===== src/inc/timer_defs.vh =====
// Purpose: shared constants of the two-instance 16-bit timer block
// Assumes: byte registers, each in the low byte of one APB word
// Notes: definitions only
`ifndef TIMER_DEFS_VH
`define TIMER_DEFS_VH

// offsets inside one timer window of 0x40 bytes
`define OFS_CTRL_A 6'h00
`define OFS_CTRL_B 6'h04
`define OFS_CTRL_C 6'h08
`define OFS_CNT_LO 6'h0c
`define OFS_CNT_HI 6'h10
`define OFS_CMPA_LO 6'h14
`define OFS_CMPA_HI 6'h18
`define OFS_CMPB_LO 6'h1c
`define OFS_CMPB_HI 6'h20
`define OFS_CMPC_LO 6'h24
`define OFS_CMPC_HI 6'h28
`define OFS_CAP_LO 6'h2c
`define OFS_CAP_HI 6'h30

// timer window selectors (address bits 7:6)
`define WIN_TIMER0 2'h0
`define WIN_TIMER1 2'h1

// shared registers
`define OFS_FLAG0 8'h80
`define OFS_FLAG1 8'h84
`define OFS_MASK0 8'h88
`define OFS_MASK1 8'h8c
`define OFS_CONFIG 8'h90

// field positions
`define CS_MSB 2
`define WGM_HI_MSB 4
`define WGM_HI_LSB 3
`define WGM_LO_MSB 1
`define ACIC_BIT 5
`define ICES_BIT 6
`define ICNC_BIT 7
`define LEGACY_BIT 0
`define F_OVF 0
`define F_CMP_A 1
`define F_CMP_C 3
`define F_CAPT 4

// reset values
`define CTRL_RST 8'h00
`define TEMP_RST 8'h00
`define FLAG_RST 5'h00

// clock source select codes
`define CS_STOP 3'h0
`define CS_DIV1 3'h1
`define CS_DIV8 3'h2
`define CS_DIV64 3'h3
`define CS_DIV256 3'h4
`define CS_DIV1024 3'h5
`define CS_EXT_FALL 3'h6
`define CS_EXT_RISE 3'h7

// prescaler tap masks
`define PRE_MASK_8 10'h007
`define PRE_MASK_64 10'h03f
`define PRE_MASK_256 10'h0ff
`define PRE_MASK_1024 10'h3ff

// counter landmarks and fixed tops
`define COUNT_MIN 16'h0000
`define COUNT_MAX 16'hffff
`define TOP_8BIT 16'h00ff
`define TOP_9BIT 16'h01ff
`define TOP_10BIT 16'h03ff

// waveform modes: normal with the fixed all-ones top, the others with a register top
`define MODE_NORMAL 4'h0
`define MODE_CTC_A 4'h4
`define MODE_CTC_CAP 4'hc
`define MODE_PWM_CAP 4'he
`define MODE_PWM_A 4'hf

// noise filter agreement patterns
`define FILT_ALL 4'hf
`define FILT_NONE 4'h0

`endif


===== src/rtl/pin_sync.v =====
// Purpose: two-flop synchroniser, optional filter, edge detector
// Assumes: pin is asynchronous to clk
// Notes: edge pulse is one cycle wide
`default_nettype none
`include "timer_defs.vh"

module pin_sync (
    // clock and reset
    input wire clk_i,
    input wire rst_i,
    // pin and options
    input wire pin_i,
    input wire filt_en_i,
    input wire rise_i,
    // detected edge
    output reg edge_o
);

    reg meta_reg;  // first stage, read only by sync_reg
    reg sync_reg;  // second stage
    reg [3:0] hist_reg;  // last four synced samples
    reg lvl_reg;  // filtered level
    reg prev_reg;  // level one cycle ago

    // synchronise, filter and detect
    always @(posedge clk_i) begin
        if (rst_i) begin
            meta_reg <= 1'b0;
            sync_reg <= 1'b0;
            hist_reg <= `FILT_NONE;
            lvl_reg <= 1'b0;
            prev_reg <= 1'b0;
            edge_o <= 1'b0;
        end else begin
            meta_reg <= pin_i;
            sync_reg <= meta_reg;
            hist_reg <= {hist_reg[2:0], sync_reg};
            // with the filter on, level moves only once four samples agree; off, it follows sync_reg
            if (!filt_en_i) begin
                lvl_reg <= sync_reg;
            end else if (hist_reg == `FILT_ALL) begin
                lvl_reg <= 1'b1;
            end else if (hist_reg == `FILT_NONE) begin
                lvl_reg <= 1'b0;
            end
            prev_reg <= lvl_reg;
            edge_o <= rise_i ? (lvl_reg & ~prev_reg)
                             : (~lvl_reg & prev_reg);
        end
    end

endmodule
`default_nettype wire


===== src/rtl/timer_pair.v =====
// Purpose: two 16-bit timers behind an APB slave, byte registers
// Assumes: an 8-bit view in the low byte of each 32-bit APB word
// Notes: one wait state on every transfer
// Behaviour
// - 16-bit values move as two bytes
// - one high-byte holding register per timer
// - low write commits holding plus low
// - low read snapshots high into holding
// - compare reads bypass the holding register
// - zero count is the sequence minimum
// - all ones is the absolute maximum
// - top is fixed value, A or capture
// - A as PWM top is double buffered
// - no clock source means no counting
// - tick from prescaler or external pin edge
// - compare match sets channel flag
// - capture edge stores count, optional filter
// - control registers are plain byte access
// - every source flagged and individually masked
// - five sources per timer, ten total
// - legacy mode: timer 0 only, A and B
// - counter write beats clear and count
// - stopped counter stays accessible
// - counter high location is the holding register
`default_nettype none
`include "timer_defs.vh"

module timer_pair (
    // clock and reset
    input wire SYS_CLK_I,
    input wire RESET_I,
    // apb slave
    input wire PSEL_I,
    input wire PENABLE_I,
    input wire PWRITE_I,
    input wire [7:0] PADDR_I,
    input wire [31:0] PWDATA_I,
    output wire PREADY_O,
    output wire [31:0] PRDATA_O,
    output wire PSLVERR_O,
    // pins
    input wire [1:0] EXT_COUNT_I,
    input wire [1:0] CAPTURE_I,
    input wire COMPARATOR_I,
    // masked flags, timer 0 in bits 4:0
    output wire [9:0] IRQ_O
);

    reg pready_reg;  // access phase answer
    reg [7:0] prdata_reg;  // read byte
    reg pslverr_reg;  // unmapped address answer
    reg legacy_reg;  // legacy compatibility mode
    reg [9:0] pre_reg;  // free running prescaler

    wire [1:0] hit_bus;  // address hit per timer
    wire [15:0] rd_bus;  // read byte per timer
    wire [9:0] irq_bus;  // masked flags per timer

    // first access cycle: data is looked up, side effects of reads
    wire acc_first = PSEL_I & PENABLE_I & ~pready_reg;
    // completion edge: writes take effect
    wire acc_done = PSEL_I & PENABLE_I & pready_reg;
    wire rd_first = acc_first & ~PWRITE_I;
    wire wr_done = acc_done & PWRITE_I;
    wire cfg_hit = (PADDR_I == `OFS_CONFIG);

    assign PREADY_O = pready_reg;
    assign PRDATA_O = {24'h000000, prdata_reg};
    assign PSLVERR_O = pslverr_reg;

    // prescaler runs regardless of clock selection
    always @(posedge SYS_CLK_I) begin
        if (RESET_I) begin
            pre_reg <= 10'h000;
        end else begin
            pre_reg <= pre_reg + 10'h001;
        end
    end

    // apb handshake, read data and config register
    always @(posedge SYS_CLK_I) begin
        if (RESET_I) begin
            pready_reg <= 1'b0;
            prdata_reg <= 8'h00;
            pslverr_reg <= 1'b0;
            legacy_reg <= 1'b0;
        end else begin
            if (acc_first) begin
                // answer one cycle into the access phase
                pready_reg <= 1'b1;
                pslverr_reg <= ~(|hit_bus | cfg_hit);
                if (PWRITE_I) begin
                    prdata_reg <= 8'h00;
                end else if (cfg_hit) begin
                    prdata_reg <= {7'h00, legacy_reg};
                end else begin
                    prdata_reg <= rd_bus[7:0] | rd_bus[15:8];
                end
            end else begin
                pready_reg <= 1'b0;
                pslverr_reg <= 1'b0;
            end
            if (wr_done & cfg_hit) begin
                legacy_reg <= PWDATA_I[`LEGACY_BIT];
            end
        end
    end

    assign IRQ_O = irq_bus;

    genvar t;
    generate
        for (t = 0; t < 2; t = t + 1) begin : tmr
            localparam [1:0] WIN = (t == 0) ? `WIN_TIMER0 : `WIN_TIMER1;
            localparam [7:0] FLAG_ADR = (t == 0) ? `OFS_FLAG0
                                                 : `OFS_FLAG1;
            localparam [7:0] MASK_ADR = (t == 0) ? `OFS_MASK0
                                                 : `OFS_MASK1;
            localparam IS0 = (t == 0);

            reg [7:0] ctrl_a_reg, ctrl_b_reg, ctrl_c_reg;  // controls
            reg [7:0] temp_reg;  // high-byte holding register
            reg [4:0] flag_reg;  // sticky event flags
            reg [4:0] mask_reg;  // per flag enables
            reg [4:0] irq_reg;  // masked flags
            reg [7:0] rd_byte;  // read mux result
            reg hit;  // this timer owns the address
            reg tick;  // timer tick

            wire [15:0] count, buf_a, buf_b, buf_c, cap;
            wire ovf, capt, ext_edge, capt_edge;
            wire [2:0] match;
            wire [4:0] set;
            wire [4:0] clr;
            wire [2:0] cs = ctrl_b_reg[`CS_MSB:0];
            wire [3:0] mode = {ctrl_b_reg[`WGM_HI_MSB:`WGM_HI_LSB],
                               ctrl_a_reg[`WGM_LO_MSB:0]};
            // timer 1 absent in legacy mode
            wire present = IS0 | ~legacy_reg;
            wire [5:0] ofs = PADDR_I[5:0];
            wire in_win = present & (PADDR_I[7:6] == WIN);
            // compare C hidden in legacy mode
            wire c_gone = legacy_reg & ((ofs == `OFS_CMPC_LO)
                                      | (ofs == `OFS_CMPC_HI));
            wire wr_t = wr_done & in_win;
            wire [15:0] wdata = {temp_reg, PWDATA_I[7:0]};
            wire capt_pin = (IS0 & ctrl_b_reg[`ACIC_BIT]) ? COMPARATOR_I
                                                          : CAPTURE_I[t];

            always @* begin
                case (cs)
                    `CS_STOP: tick = 1'b0;
                    `CS_DIV1: tick = 1'b1;
                    `CS_DIV8: tick = (pre_reg & `PRE_MASK_8)
                                     == `PRE_MASK_8;
                    `CS_DIV64: tick = (pre_reg & `PRE_MASK_64)
                                      == `PRE_MASK_64;
                    `CS_DIV256: tick = (pre_reg & `PRE_MASK_256)
                                       == `PRE_MASK_256;
                    `CS_DIV1024: tick = (pre_reg & `PRE_MASK_1024)
                                        == `PRE_MASK_1024;
                    `CS_EXT_FALL: tick = ext_edge;
                    `CS_EXT_RISE: tick = ext_edge;
                    default: tick = 1'b0;
                endcase
                tick = tick & present;
            end

            // register read mux
            always @* begin
                hit = 1'b0;
                rd_byte = 8'h00;
                if (in_win & ~c_gone) begin
                    hit = 1'b1;
                    case (ofs)
                        `OFS_CTRL_A: rd_byte = ctrl_a_reg;
                        `OFS_CTRL_B: rd_byte = ctrl_b_reg;
                        `OFS_CTRL_C: rd_byte = ctrl_c_reg;
                        `OFS_CNT_LO: rd_byte = count[7:0];
                        `OFS_CNT_HI: rd_byte = temp_reg;
                        `OFS_CMPA_LO: rd_byte = buf_a[7:0];
                        `OFS_CMPA_HI: rd_byte = buf_a[15:8];
                        `OFS_CMPB_LO: rd_byte = buf_b[7:0];
                        `OFS_CMPB_HI: rd_byte = buf_b[15:8];
                        `OFS_CMPC_LO: rd_byte = buf_c[7:0];
                        `OFS_CMPC_HI: rd_byte = buf_c[15:8];
                        `OFS_CAP_LO: rd_byte = cap[7:0];
                        `OFS_CAP_HI: rd_byte = temp_reg;
                        default: hit = 1'b0;
                    endcase
                end else if (present & (PADDR_I == FLAG_ADR)) begin
                    hit = 1'b1;
                    rd_byte = {3'h0, flag_reg};
                end else if (present & (PADDR_I == MASK_ADR)) begin
                    hit = 1'b1;
                    rd_byte = {3'h0, mask_reg};
                end
            end

            assign hit_bus[t] = hit;
            assign rd_bus[t*8 +: 8] = rd_byte;
            assign irq_bus[t*5 +: 5] = irq_reg;

            assign set = {capt, match[2] & ~legacy_reg, match[1:0], ovf}
                       & {5{present}};
            assign clr = (wr_done & (PADDR_I == FLAG_ADR))
                       ? PWDATA_I[4:0] : 5'h00;

            // control, holding, flag and mask registers
            always @(posedge SYS_CLK_I) begin
                if (RESET_I) begin
                    ctrl_a_reg <= `CTRL_RST;
                    ctrl_b_reg <= `CTRL_RST;
                    ctrl_c_reg <= `CTRL_RST;
                    temp_reg <= `TEMP_RST;
                    flag_reg <= `FLAG_RST;
                    mask_reg <= `FLAG_RST;
                    irq_reg <= `FLAG_RST;
                end else begin
                    if (wr_t & (ofs == `OFS_CTRL_A)) begin
                        ctrl_a_reg <= PWDATA_I[7:0];
                    end
                    if (wr_t & (ofs == `OFS_CTRL_B)) begin
                        ctrl_b_reg <= PWDATA_I[7:0];
                    end
                    if (wr_t & (ofs == `OFS_CTRL_C)) begin
                        ctrl_c_reg <= PWDATA_I[7:0];
                    end
                    if (wr_t & ~c_gone & ((ofs == `OFS_CNT_HI)
                        | (ofs == `OFS_CMPA_HI) | (ofs == `OFS_CMPB_HI)
                        | (ofs == `OFS_CMPC_HI) | (ofs == `OFS_CAP_HI)))
                    begin
                        temp_reg <= PWDATA_I[7:0];
                    end else if (rd_first & in_win) begin
                        if (ofs == `OFS_CNT_LO) temp_reg <= count[15:8];
                        if (ofs == `OFS_CAP_LO) temp_reg <= cap[15:8];
                    end
                    if (wr_done & present & (PADDR_I == MASK_ADR)) begin
                        mask_reg <= PWDATA_I[4:0];
                    end
                    // sticky flags, set wins over clear
                    flag_reg <= (flag_reg & ~clr) | set;
                    irq_reg <= flag_reg & mask_reg;
                end
            end

            // full words committed by low-byte writes
            timer_unit core (
                .clk_i(SYS_CLK_I),
                .rst_i(RESET_I),
                .tick_i(tick),
                .mode_i(mode),
                .capt_i(capt_edge),
                .wr_cnt_i(wr_t & (ofs == `OFS_CNT_LO)),
                .wr_a_i(wr_t & (ofs == `OFS_CMPA_LO)),
                .wr_b_i(wr_t & (ofs == `OFS_CMPB_LO)),
                .wr_c_i(wr_t & ~c_gone & (ofs == `OFS_CMPC_LO)),
                .wr_cap_i(wr_t & (ofs == `OFS_CAP_LO)),
                .wdata_i(wdata),
                .count_o(count),
                .buf_a_o(buf_a),
                .buf_b_o(buf_b),
                .buf_c_o(buf_c),
                .cap_o(cap),
                .ovf_o(ovf),
                .match_o(match),
                .capt_o(capt)
            );

            // external count pin, edge chosen by clock select
            pin_sync ext_sync (
                .clk_i(SYS_CLK_I),
                .rst_i(RESET_I),
                .pin_i(EXT_COUNT_I[t]),
                .filt_en_i(1'b0),
                .rise_i(cs == `CS_EXT_RISE),
                .edge_o(ext_edge)
            );

            // capture input with optional noise filter
            pin_sync cap_sync (
                .clk_i(SYS_CLK_I),
                .rst_i(RESET_I),
                .pin_i(capt_pin),
                .filt_en_i(ctrl_b_reg[`ICNC_BIT]),
                .rise_i(ctrl_b_reg[`ICES_BIT]),
                .edge_o(capt_edge)
            );
        end
    endgenerate

endmodule
`default_nettype wire


===== src/rtl/timer_unit.v =====
// Purpose: one 16-bit counter with three compares and a capture
// Assumes: tick is a one-cycle pulse on clk_i
// Notes: event outputs are one-cycle pulses
`default_nettype none
`include "timer_defs.vh"

module timer_unit (
    // clock and reset
    input wire clk_i,
    input wire rst_i,
    // control
    input wire tick_i,
    input wire [3:0] mode_i,
    input wire capt_i,
    // software writes of full 16-bit values
    input wire wr_cnt_i,
    input wire wr_a_i,
    input wire wr_b_i,
    input wire wr_c_i,
    input wire wr_cap_i,
    input wire [15:0] wdata_i,
    // software view
    output reg [15:0] count_o,
    output reg [15:0] buf_a_o,
    output reg [15:0] buf_b_o,
    output reg [15:0] buf_c_o,
    output reg [15:0] cap_o,
    // events
    output reg ovf_o,
    output reg [2:0] match_o,
    output reg capt_o
);

    reg [15:0] act_a_reg, act_b_reg, act_c_reg;  // active compares
    reg [15:0] top;  // current sequence top
    wire pwm = (mode_i != `MODE_NORMAL) & (mode_i != `MODE_CTC_A)
             & (mode_i != `MODE_CTC_CAP);
    wire cap_is_top = (mode_i == `MODE_CTC_CAP)
                    | (mode_i == `MODE_PWM_CAP);
    wire at_sequence_minimum = (count_o == `COUNT_MIN);
    wire at_max = (count_o == `COUNT_MAX);
    wire at_top = (count_o == top);

    always @* begin
        top = `COUNT_MAX;
        if (mode_i == `MODE_CTC_A || mode_i == `MODE_PWM_A) begin
            top = act_a_reg;
        end else if (cap_is_top) begin
            top = cap_o;
        end else if (!mode_i[3]) begin
            case (mode_i[1:0])
                2'h1: top = `TOP_8BIT;
                2'h2: top = `TOP_9BIT;
                2'h3: top = `TOP_10BIT;
                default: top = `COUNT_MAX;
            endcase
        end
    end

    // counter, buffers, capture and events
    always @(posedge clk_i) begin
        if (rst_i) begin
            count_o <= `COUNT_MIN;
            buf_a_o <= `COUNT_MIN;
            buf_b_o <= `COUNT_MIN;
            buf_c_o <= `COUNT_MIN;
            act_a_reg <= `COUNT_MIN;
            act_b_reg <= `COUNT_MIN;
            act_c_reg <= `COUNT_MIN;
            cap_o <= `COUNT_MIN;
            ovf_o <= 1'b0;
            match_o <= 3'h0;
            capt_o <= 1'b0;
        end else begin
            if (wr_cnt_i) begin
                count_o <= wdata_i;
            end else if (tick_i) begin
                count_o <= at_top ? `COUNT_MIN : count_o + 16'h0001;
            end
            if (wr_a_i) buf_a_o <= wdata_i;
            if (wr_b_i) buf_b_o <= wdata_i;
            if (wr_c_i) buf_c_o <= wdata_i;
            if (!pwm || at_sequence_minimum) begin
                act_a_reg <= buf_a_o;
                act_b_reg <= buf_b_o;
                act_c_reg <= buf_c_o;
            end
            if (cap_is_top) begin
                if (wr_cap_i) cap_o <= wdata_i;
                capt_o <= 1'b0;
            end else begin
                if (capt_i) cap_o <= count_o;
                capt_o <= capt_i;
            end
            ovf_o <= tick_i & ~wr_cnt_i & (pwm ? at_top : at_max);
            match_o[0] <= tick_i & ~wr_cnt_i & (count_o == act_a_reg);
            match_o[1] <= tick_i & ~wr_cnt_i & (count_o == act_b_reg);
            match_o[2] <= tick_i & ~wr_cnt_i & (count_o == act_c_reg);
        end
    end

endmodule
`default_nettype wire


===== config.mk =====
export PLATFORM = sky130hd
export DESIGN_NAME = timer_pair
export DESIGN_NICKNAME = d
export VERILOG_FILES = /design/src/rtl/pin_sync.v /design/src/rtl/timer_pair.v /design/src/rtl/timer_unit.v
export VERILOG_INCLUDE_DIRS = /design/src /design/src/inc
export SDC_FILE = /design/constraint.sdc
export NUM_CORES = 1
export LEC_CHECK = 0
export CAP_MARGIN = 10
export CELL_PAD_IN_SITES_DETAIL_PLACEMENT = 2
export CELL_PAD_IN_SITES_GLOBAL_PLACEMENT = 2
export CORE_ASPECT_RATIO = 1.75
export CORE_MARGIN = 2
export CORE_UTILIZATION = 42
export DETAILED_ROUTE_END_ITERATION = 12
export DONT_BUFFER_PORTS = 1
export PLACE_DENSITY_LB_ADDON = 0.1
export SYNTH_ARGS = -nofsm -noshare
export SYNTH_HDL_FRONTEND = slang
export SYNTH_SLANG_ARGS = --single-unit

===== constraint.sdc =====
create_clock -name SYS_CLK_I -period 6.8 [get_ports SYS_CLK_I]
set_input_delay 1.36 -clock SYS_CLK_I [delete_from_list [all_inputs] [get_ports SYS_CLK_I]]
set_output_delay 1.36 -clock SYS_CLK_I [all_outputs]
set_load 0.03 [all_outputs]

==> impl_metrics.env, run 1 <==
export IMPL_switching_fraction_of_total_power=0.220
export IMPL_power_share_sequential=0.483
export IMPL_power_density_nw_per_um2=232
export IMPL_internal_pwr_total_uw=3900
export IMPL_antenna_found_initial=1
export IMPL_clkSlewWorstSetupHoldPaths_ns=0.06
export IMPL_cts_tree="done"
export IMPL_result_of_the_run="finished clean"
export IMPL_clock_tree_buffer_depth=3
export IMPL_synth_warning_count=0
export IMPL_die_area_um2=49000
export IMPL_cts_repair_resize_count=0
export IMPL_min_period_ns=3.84
export IMPL_worst_setup_path_start_kind="flip-flop"
export IMPL_grt_pass1_wl_mm=133
export IMPL_final_max_slew_violation_count=0
export IMPL_max_stage_delay_ns=0.76
export IMPL_report_power_total_uw=5000
export IMPL_dp_final_hpwl_mm=64.1
export IMPL_detailedRoute_firstPassIterationCount=5
export IMPL_setup_worst_path_class="reg -> reg"
export IMPL_critPathMaxFanout=27
export IMPL_timing_critical_path_cells="inv_1 > ha_1 > o211ai_4 > buf_4 > o32ai_1 > xnor2_1 > nand4_1 > or4_1 > o41ai_4 > a211oi_1"
export IMPL_die_x_um=168
export IMPL_number_of_port_buffers=0
export IMPL_maxCapViolCount=0
export IMPL_timing_clock_skew_ns=0.0163
export IMPL_ctsRootBufferMaster="clkbuf_16"
export IMPL_routed_via_density=6.31
export IMPL_worst_slew_pin_slew_ns=1.30
export IMPL_fp_coreArea_um2=46800
export IMPL_total_switching_power_uw=1100
export IMPL_num_antenna_cells=0
export IMPL_max_clock_freq_mhz=260
export IMPL_layout_nets=2339
export IMPL_setup_violation_total_in_the_final_timing_report=0
export IMPL_synth_cell_area_um2=19800
export IMPL_grt_overflow=0
export IMPL_cts_htree_levels=2
export IMPL_synthesis_instances=2378
export IMPL_worst_endpoint_required_ns=7.21
export IMPL_synthesis_area_per_instance_um2=8.33
export IMPL_power_combinational_fraction=0.014
export IMPL_post_route_cells_drive_above_1_share=0.0643
export IMPL_worstPathArrival_ns=4.25
export IMPL_post_cts_setup_buffers=0
export IMPL_ys_ff_latch=409
export IMPL_grt_start_max_net_pins=363
export IMPL_synthToLayoutAreaGrowth_pct=8.86
export IMPL_setup_total_negative_slack_ns=0
export IMPL_num_rows=105
export IMPL_average_routed_wire_per_standard_cell_um=31.4
export IMPL_power_frac_clock=0.504
export IMPL_die_height_um=291
export IMPL_clock_sinks=409
export IMPL_post_synth_num_cell_types=72
export IMPL_total_leakage_power_uw=0.00854
export IMPL_worstSkewPairLatency_ns=0.57
export IMPL_ioPinCount=94
export IMPL_synth_seq_area_share=0.413
export IMPL_worstHoldPathType="reg -> reg"
export IMPL_postSynth_asyncResetShare=0
export IMPL_ys_flop_type="dfxtp_1"
export IMPL_hold_worst_slack_ns=0.443
export IMPL_via_count=18200
export IMPL_drc_errors=0
export IMPL_hold_viol_final=0
export IMPL_power_ir_vdd_worst_v=0.000227
export IMPL_remaining_antenna_violation_count=0
export IMPL_slew_headroom=0.132
export IMPL_post_cts_hold_buffer_count=0
export IMPL_finalCritPeriodShare=0.565
export IMPL_globalplace_congestion=0.920
export IMPL_cts_inserted_buffers=42
export IMPL_finalWirelength_mm=90.7
export IMPL_endpoint_kind="flip-flop"
export IMPL_rsz_0062_raised_after_global_routing="no"
export IMPL_synth_edff_count=0
export IMPL_first_global_vias=20200
export IMPL_dr_first_iter_drc_count=1168
export IMPL_critical_path_slowest_cell="or4_1"
export IMPL_start_util=0.423
export IMPL_grt_use_total=0.367
## worst max-delay path: cells and delay by family (launching register included)
kind	cells	cell delay, ns
flops	1	0.48
buf+inv	2	0.60
simple gates	2	0.89
xor+xnor	1	0.19
compound gates	4	1.23
fa+ha+maj	1	0.28
## layout make-up
| cell class | count | area, um2 |
|---|---|---|
| inverters | 30 | 113 |
| well taps | 588 | 736 |
| multi-input cells | 1745 | 10700 |
| clock inverters | 14 | 209 |
| repair buffers | 47 | 353 |
| flip-flops and latches | 409 | 8190 |
| fillers | 5210 | 25200 |
| clock buffers | 58 | 1250 |
## cell usage after synthesis, drive strengths merged (8+ instances only)
cell type    n  share of area
buf         61          0.019
nand3       65          0.016
nand4       19         0.0060
nand2b      27         0.0085
nor4        36          0.011
or3         19         0.0060
and3        38          0.012
o21ai       23         0.0058
nor3        34         0.0091
nor2b       43          0.014
a22oi       33          0.013
clkbuf     156          0.030
a221oi      48          0.021
and2        19         0.0060
ha          14         0.0088
a211oi      61          0.026
a21oi      191          0.048
o22ai       14         0.0044
xnor2       49          0.022
o32ai        8         0.0039
mux2i      155          0.078
xor2        82          0.036
a31oi       13         0.0041
nand2      337          0.064
dfxtp      409           0.41
o31ai        9         0.0034
nor2       262          0.050
inv         30         0.0057
o211ai      20         0.0085
a22o        39          0.017
## layout by cell type, fill, tap and decap left out, types with 14 or more instances in the layout
master,count
dfxtp_1,409
nand2_1,337
nor2_1,261
a21oi_1,191
mux2i_1,155
xor2_1,82
nand3_1,65
a211oi_1,51
xnor2_1,49
a221oi_1,48
buf_4,47
clkbuf_16,45
nor2b_1,43
a22o_1,39
and3_1,38
nor4_1,36
a22oi_1,33
inv_1,30
nor3_1,30
nand2b_1,27
conb_1,24
o21ai_0,21
and2_1,19
nand4_1,19
or3_1,19
o211ai_1,18
o22ai_1,14
ha_1,14
## metal layers
metal  vias up  wire length, um  part of all wire  global-route usage
met5         -                0                 0                   0
met4         0            10300              0.11               0.352
met3       357             4180             0.046              0.0601
met2       600            46800              0.52               0.675
met1      9207            29400              0.32               0.337
li1       8078                -                 -                   -
## power groups by stage
stage	registers [uW]	clock network, uW	logic [uW]
after floorplan	2460	0	101
after global placement	2470	0	64.3
after detailed placement	2470	0	66.4
after CTS	2410	2550	67.0
after global routing	2410	2640	72.2
final	2410	2520	67.9
## cells by family after synthesis
| family | Yosys count | share of synthesized area |
|---|---|---|
| compound gates | 495 | 0.173 |
| xor+xnor | 131 | 0.0579 |
| fa+ha+maj | 14 | 0.00884 |
| buf+inv | 247 | 0.0543 |
| flops | 409 | 0.413 |
| mux | 155 | 0.0783 |
| other cells | 1 | 0.000189 |
| simple gates | 926 | 0.214 |
## per-stage QoR
step	util	cells	setup WS (ns)	instance area [um2]
6_report	0.461	2891	2.96	21600
2_1_floorplan	-	2401	3.44	19900
5_1_grt	0.461	2891	2.77	21600
3_3_place_gp	0.430	2818	2.69	20100
3_5_place_dp	0.430	2818	2.56	20100
4_1_cts	0.461	2890	2.62	21600
## final timing paths
check | startpoint | end | slack, ns | cells after the start
hold reg to reg | tmr[0].ext_sync.sync_reg | tmr[0].ext_sync.lvl_reg | 0.44 | 1
hold / removal | tmr[0].ext_sync.sync_reg | tmr[0].ext_sync.lvl_reg | 0.44 | 1
setup reg to reg | tmr[0].ctrl_a_reg[1] | tmr[0].core.count_o[13] | 2.96 | 10
setup / recovery | tmr[0].ctrl_a_reg[1] | tmr[0].core.count_o[13] | 2.96 | 10
(Power assumes the default switching activity.)
==> run 2, diff against run 1 <==
--- a/config.mk
+++ b/config.mk
@@ -6,12 +6,13 @@
 export SDC_FILE = /design/constraint.sdc
 export NUM_CORES = 1
 export LEC_CHECK = 0
+export ABC_AREA = 1
 export CAP_MARGIN = 10
 export CELL_PAD_IN_SITES_DETAIL_PLACEMENT = 2
 export CELL_PAD_IN_SITES_GLOBAL_PLACEMENT = 2
 export CORE_ASPECT_RATIO = 1.75
 export CORE_MARGIN = 2
-export CORE_UTILIZATION = 42
+export CORE_UTILIZATION = 33
 export DETAILED_ROUTE_END_ITERATION = 12
 export DONT_BUFFER_PORTS = 1
 export PLACE_DENSITY_LB_ADDON = 0.1
==> constraint.sdc (replaced) <==
create_clock -name SYS_CLK_I -period 3.3 [get_ports SYS_CLK_I]
set_input_delay 0.66 -clock SYS_CLK_I [delete_from_list [all_inputs] [get_ports SYS_CLK_I]]
set_output_delay 0.66 -clock SYS_CLK_I [all_outputs]
set_load 0.03 [all_outputs]
==> run 2 against run 1 <==
Worst setup slack worse by 2.7 ns. Final cell count rose by 33%. Area after synthesis up 3.1%. Die area increased by 31%. Total power up 110%. Critical endpoint is now tmr[1].core.count_o[4]. Largest cell class unchanged. Largest power group unchanged. Highest routed layer unchanged.
==> impl_metrics.env, run 2 <==
export IMPL_timing_clock_skew_ns=0.0154
export IMPL_fp_coreArea_um2=61300
export IMPL_power_frac_clock=0.489
export IMPL_nFillCells=7405
export IMPL_grt_overflow=0
export IMPL_synthDominantAreaCellType="dfxtp_1"
export IMPL_synthTopCellsByArea="dfxtp_1 (40%), nand2_1 (12%), o21ai_0 (9.4%)"
export IMPL_worstSkewPairLatency_ns=0.60
export IMPL_setup_violation_total_in_the_final_timing_report=0
export IMPL_die_x_um=192
export IMPL_synthToLayoutAreaGrowth_pct=12.8
export IMPL_num_rows=120
export IMPL_ioPinCount=94
export IMPL_power_ir_vdd_worst_v=0.000477
export IMPL_cts_htree_levels=2
export IMPL_finalCritPeriodShare=0.910
export IMPL_antenna_found_initial=1
export IMPL_critical_r2r_capture="tmr[1].core.count_o[4]"
export IMPL_power_density_nw_per_um2=449
export IMPL_setup_total_negative_slack_ns=0
export IMPL_synthesis_area_per_instance_um2=6.77
export IMPL_worst_setup_path_start_kind="flip-flop"
export IMPL_netlist_area_leader_share=0.401
export IMPL_post_synth_num_cell_types=49
export IMPL_commonest_cells_after_routing_fill_and_taps_aside="nand2_1 (627), dfxtp_1 (409), o21ai_0 (383)"
export IMPL_mostFrequentLayoutCell="nand2_1"
export IMPL_dr_first_iter_drc_count=941
export IMPL_synth_warning_count=0
export IMPL_post_cts_setup_buffers=0
export IMPL_synth_cell_area_um2=20400
export IMPL_globalplace_congestion=0.920
export IMPL_critPathMaxFanout=20
export IMPL_grt_start_max_net_pins=130
export IMPL_postSynth_asyncResetShare=0
export IMPL_result_of_the_run="finished clean"
export IMPL_worst_slew_pin_slew_ns=1.05
export IMPL_final_max_slew_violation_count=0
export IMPL_drc_errors=0
export IMPL_finalWirelength_mm=102
export IMPL_routed_via_density=5.58
export IMPL_ys_ff_latch=409
export IMPL_post_route_cells_drive_above_1_share=0.0907
export IMPL_remaining_antenna_violation_count=0
export IMPL_hold_worst_slack_ns=0.133
export IMPL_worst_endpoint_required_ns=3.77
export IMPL_regToRegSetupSlack_ns=0.30
export IMPL_clock_tree_buffer_depth=3
export IMPL_first_global_vias=23700
export IMPL_grt_pass1_wl_mm=151
export IMPL_number_of_port_buffers=0
export IMPL_average_routed_wire_per_standard_cell_um=26.6
export IMPL_total_switching_power_uw=2510
export IMPL_cts_repair_resize_count=0
export IMPL_die_height_um=333
export IMPL_start_util=0.333
export IMPL_ctsRootBufferMaster="clkbuf_16"
export IMPL_detailedRoute_firstPassIterationCount=5
export IMPL_critPathCapture="tmr[1].core.count_o[4]"
export IMPL_synth_edff_count=0
export IMPL_synthesis_instances=3018
export IMPL_switching_fraction_of_total_power=0.243
export IMPL_total_leakage_power_uw=0.00894
export IMPL_regToRegStartpoint="tmr[1].ctrl_a_reg[0]"
export IMPL_layout_nets=3090
export IMPL_hold_path_startpoint="RESET_I"
export IMPL_worstPathArrival_ns=3.47
export IMPL_worst_setup_path_startpoint="tmr[1].ctrl_a_reg[0]"
export IMPL_clkSlewWorstSetupHoldPaths_ns=0.07
export IMPL_cts_inserted_buffers=43
export IMPL_maxCapViolCount=0
export IMPL_final_core_util=0.376
export IMPL_min_period_ns=3.00
export IMPL_setup_worst_path_class="reg -> reg"
export IMPL_endpoint_kind="flip-flop"
export IMPL_die_area_um2=64000
export IMPL_via_count=21500
export IMPL_ys_flop_type="dfxtp_1"
export IMPL_reg2regPathDepth=16
export IMPL_synthTopCellsByCount="nand2_1 (627), dfxtp_1 (409), o21ai_0 (383)"
export IMPL_max_clock_freq_mhz=333
export IMPL_rsz_0062_raised_after_global_routing="no"
export IMPL_internal_pwr_total_uw=7830
export IMPL_slew_headroom=0.297
export IMPL_clock_sinks=409
export IMPL_power_combinational_fraction=0.031
export IMPL_dp_final_hpwl_mm=77.0
export IMPL_grt_use_total=0.321
export IMPL_synth_most_common_cell="nand2_1"
export IMPL_worstHoldPathType="in -> reg"
export IMPL_power_share_sequential=0.480
export IMPL_hold_viol_final=0
export IMPL_post_cts_hold_buffer_count=0
export IMPL_cts_tree="done"
export IMPL_num_antenna_cells=0
export IMPL_synth_seq_area_share=0.401
==> run 2: cell types whose count changed after synthesis, moves of 43 or more <==
cell,previous run,this run
a21oi_1,191,288
a221oi_1,48,2
clkbuf_1,155,102
inv_1,30,266
mux2i_1,155,0
nand2_1,337,627
nand3_1,65,164
nor2_1,262,321
nor2b_1,43,0
o21ai_0,21,383
xor2_1,82,34
==> run 2: stage by stage <==
| stage | instance area, um2 | power, uW | worst slack, ns | instances |
|---|---|---|---|---|
| after global placement | 21600 | 5380 | 0.449 | 3773 |
| final | 23000 | 10300 | 0.297 | 3848 |
| after detailed placement | 21600 | 5390 | 0.176 | 3773 |
| after floorplan | 20500 | 5300 | 1.25 | 3041 |
| after CTS | 23000 | 10500 | 0.299 | 3847 |
| after global routing | 23000 | 10700 | 0.0230 | 3848 |
==> run 2: how the worst min path moves through the flow <==
| stage | end | cells after the start |
|---|---|---|
| 6_report | tmr[0].cap_sync.edge_o | 1 |
| 5_1_grt | tmr[0].cap_sync.edge_o | 1 |
| 4_1_cts | tmr[0].cap_sync.edge_o | 1 |
| 3_5_place_dp | tmr[1].cap_sync.sync_reg | 2 |
| 3_3_place_gp | tmr[1].ext_sync.sync_reg | 2 |
| 2_1_floorplan | tmr[0].cap_sync.sync_reg | 2 |
==> run 2: per-layer routing <==
layer / vias up / share of wire / routed length (um) / global-route usage
li1: 9890 / - / - / -
met1: 10700 / 0.33 / 34300 / 0.296
met2: 515 / 0.53 / 54300 / 0.601
met3: 357 / 0.030 / 3080 / 0.0430
met4: 0 / 0.11 / 10800 / 0.286
met5: - / 0 / 0 / 0
==> run 2: cell type report <==
| class | instances | area (um2) | share of cell area |
|---|---|---|---|
| Sequential cell | 409 | 8190 | 0.355 |
| Clock inverter | 18 | 188 | 0.00815 |
| Tap cell | 793 | 992 | 0.0431 |
| Inverter | 299 | 1130 | 0.0490 |
| Timing Repair Buffer | 133 | 1080 | 0.0469 |
| Clock buffer | 56 | 1200 | 0.0523 |
| Multi-Input combinational cell | 2140 | 10300 | 0.445 |
==> run 2: worst max-delay path, cell delays in order, from the launching register on <==
cell     delay, ns
dfxtp_1       0.39
inv_1         0.13
ha_1          0.25
inv_1         0.15
nand2_2       0.30
nand2_4       0.21
nand2_2       0.15
nand2_1       0.09
nand2_1       0.07
nand2_1       0.07
nand2_1       0.05
nand2_1       0.06
nand2_1       0.09
nor2_1        0.15
nand3_2       0.40
nand2_1       0.21
a21oi_1       0.09
==> run 2: cell families after synthesis <==
family,after synthesis,share of synthesized area
AND/OR/NAND/NOR,1238,0.255
AO/OA/AOI/OAI,819,0.214
buffers and inverters,492,0.101
flip-flops,409,0.401
XOR/XNOR,45,0.0193
adder cells (fa/ha/maj),14,0.00858
other,1,0.000184
==> run 2: power groups by stage <==
stage | sequential [uW] | combinational [uW] | clock [uW]
3_3_place_gp | 5080 | 300 | 0
4_1_cts | 4960 | 313 | 5180
2_1_floorplan | 5070 | 228 | 0
6_report | 4970 | 317 | 5060
3_5_place_dp | 5080 | 310 | 0
5_1_grt | 4960 | 339 | 5360
==> run 3, diff against run 2 <==
--- a/config.mk
+++ b/config.mk
@@ -12,7 +12,7 @@
 export CELL_PAD_IN_SITES_GLOBAL_PLACEMENT = 2
 export CORE_ASPECT_RATIO = 1.75
 export CORE_MARGIN = 2
-export CORE_UTILIZATION = 33
+export CORE_UTILIZATION = 28
 export DETAILED_ROUTE_END_ITERATION = 12
 export DONT_BUFFER_PORTS = 1
 export PLACE_DENSITY_LB_ADDON = 0.1
==> run 3 against run 2 <==
Combinational power about the same. Via count down 1.1%. Register-to-register slack worse by 0.02 ns. Total power up 5.1%. Utilization down 5.4 points. Routed wire length up 3.8%. Cell area up 1.6%.
==> impl_metrics.env, run 3 (synthesis gave the netlist of run 2 again) <==
export IMPL_cts_htree_levels=2
export IMPL_power_combinational_fraction=0.029
export IMPL_start_util=0.281
export IMPL_ioPinCount=94
export IMPL_nFillCells=8701
export IMPL_power_ir_vdd_worst_v=0.000318
export IMPL_grt_pass1_wl_mm=155
export IMPL_cts_tree="done"
export IMPL_worst_endpoint_required_ns=3.78
export IMPL_dr_first_iter_drc_count=938
export IMPL_drc_errors=0
export IMPL_rsz_0062_raised_after_global_routing="no"
export IMPL_slew_headroom=0.348
export IMPL_final_max_slew_violation_count=0
export IMPL_routed_via_density=5.32
export IMPL_first_global_vias=23200
export IMPL_ctsRootBufferMaster="clkbuf_16"
export IMPL_critical_path_most_common_cell="nand2_1"
export IMPL_die_height_um=361
export IMPL_reg2regPathDepth=14
export IMPL_max_stage_delay_ns=0.41
export IMPL_min_delay_path_depth=1
export IMPL_power_density_nw_per_um2=465
export IMPL_layout_nets=3093
export IMPL_post_route_cells_drive_above_1_share=0.0939
export IMPL_switching_fraction_of_total_power=0.243
export IMPL_antenna_found_initial=2
export IMPL_die_x_um=208
export IMPL_grt_use_total=0.281
export IMPL_clkSlewWorstSetupHoldPaths_ns=0.07
export IMPL_post_cts_hold_buffer_count=0
export IMPL_hold_viol_final=0
export IMPL_mostFrequentLayoutCell="nand2_1"
export IMPL_clock_tree_buffer_depth=3
export IMPL_setup_worst_path_class="reg -> reg"
export IMPL_globalplace_congestion=0.894
export IMPL_num_rows=131
export IMPL_fp_coreArea_um2=72600
export IMPL_placed_cells=3912
export IMPL_worstHoldPathType="in -> reg"
export IMPL_num_antenna_cells=0
export IMPL_critical_path_slowest_cell="nand3_2"
export IMPL_worstPathArrival_ns=3.50
export IMPL_cts_inserted_buffers=46
export IMPL_grt_overflow=0
export IMPL_maxCapViolCount=0
export IMPL_die_area_um2=75200
export IMPL_internal_pwr_total_uw=8230
export IMPL_average_routed_wire_per_standard_cell_um=26.6
export IMPL_finalCritPeriodShare=0.916
export IMPL_remaining_antenna_violation_count=0
export IMPL_final_seq_area_um2=8190
export IMPL_worst_slew_pin_slew_ns=0.977
export IMPL_min_period_ns=3.02
export IMPL_timing_clock_skew_ns=0.0266
export IMPL_max_clock_freq_mhz=331
export IMPL_grt_start_max_net_pins=130
export IMPL_multiInputGateArea_um2=10300
export IMPL_worstSkewPairLatency_ns=0.61
export IMPL_worst_setup_path_start_kind="flip-flop"
export IMPL_post_cts_setup_buffers=0
export IMPL_dp_final_hpwl_mm=81.1
export IMPL_critPathMaxFanout=25
export IMPL_finalWirelength_mm=106
export IMPL_setup_violation_total_in_the_final_timing_report=0
export IMPL_final_core_util=0.322
export IMPL_finalNonFillerCells=3998
export IMPL_synthToLayoutAreaGrowth_pct=14.7
export IMPL_via_count=21300
export IMPL_detailedRoute_firstPassIterationCount=5
export IMPL_commonest_cells_after_routing_fill_and_taps_aside="nand2_1 (627), dfxtp_1 (409), o21ai_0 (383)"
export IMPL_result_of_the_run="finished clean"
export IMPL_cts_repair_resize_count=0
export IMPL_number_of_port_buffers=0
export IMPL_power_share_sequential=0.457
export IMPL_setup_total_negative_slack_ns=0
export IMPL_power_frac_clock=0.514
export IMPL_timing_critical_path_cells="inv_1 > ha_1 > inv_1 > nand2_2 > nand3_1 > nand2_1 > nand3_1 > nand2_1 > nor2_1 > nand2_1 > nor2_1 > nand3_2 > nand2_1 > a21oi_1"
export IMPL_total_switching_power_uw=2650
export IMPL_total_leakage_power_uw=0.00904
export IMPL_clock_sinks=409
export IMPL_endpoint_kind="flip-flop"
run 3: worst paths after layout:
path	from	end	slack (ns)
setup / recovery	tmr[1].ctrl_a_reg[1]	tmr[1].core.count_o[0]	0.28
hold / removal	RESET_I	tmr[1].ctrl_b_reg[5]	0.14
setup reg to reg	tmr[1].ctrl_a_reg[1]	tmr[1].core.count_o[0]	0.28
hold reg to reg	tmr[0].ext_sync.meta_reg	tmr[0].ext_sync.sync_reg	0.41
run 3: power by group through the flow:
| stage | registers [uW] | clock network, uW | logic, uW |
|---|---|---|---|
| CTS | 4970 | 5730 | 316 |
| floorplan | 5070 | 0 | 228 |
| detailed placement | 5080 | 0 | 314 |
| finish | 4970 | 5590 | 315 |
| global route | 4970 | 5900 | 337 |
| global placement | 5080 | 0 | 305 |
run 3: per-stage QoR:
stage	instance area [um2]	total power (uW)	setup WS, ns	hold slack, ns
after global placement	21800	5380	0.425	0.392
after detailed placement	21800	5390	0.322	0.402
after floorplan	20500	5300	1.25	0.388
after global routing	23400	11200	0.0524	0.123
after CTS	23400	11000	0.293	0.111
final	23400	10900	0.278	0.144
run 3: per-layer routing:
layer,share of wire,up-vias,track usage
met5,0,-,0
met1,0.34,10700,0.259
met2,0.54,423,0.553
met3,0.028,265,0.0310
li1,-,9917,-
met4,0.091,0,0.222
run 3: area by class of cell:
cell class | count | area share
Tap cell | 931 | 0.0498
Timing Repair Buffer | 133 | 0.0459
Inverter | 299 | 0.0482
Sequential cell | 409 | 0.350
Multi-Input combinational cell | 2140 | 0.438
Clock buffer | 65 | 0.0582
Clock inverter | 21 | 0.0103
run 3: worst max-delay path, delay by kind of cell, from the launching register on:
| kind | cells | cell delay [ns] |
|---|---|---|
| AND/OR/NAND/NOR | 10 | 1.87 |
| flip-flops | 1 | 0.40 |
| buffers and inverters | 2 | 0.27 |
| adder cells (fa/ha/maj) | 1 | 0.25 |
| AO/OA/AOI/OAI | 1 | 0.09 |
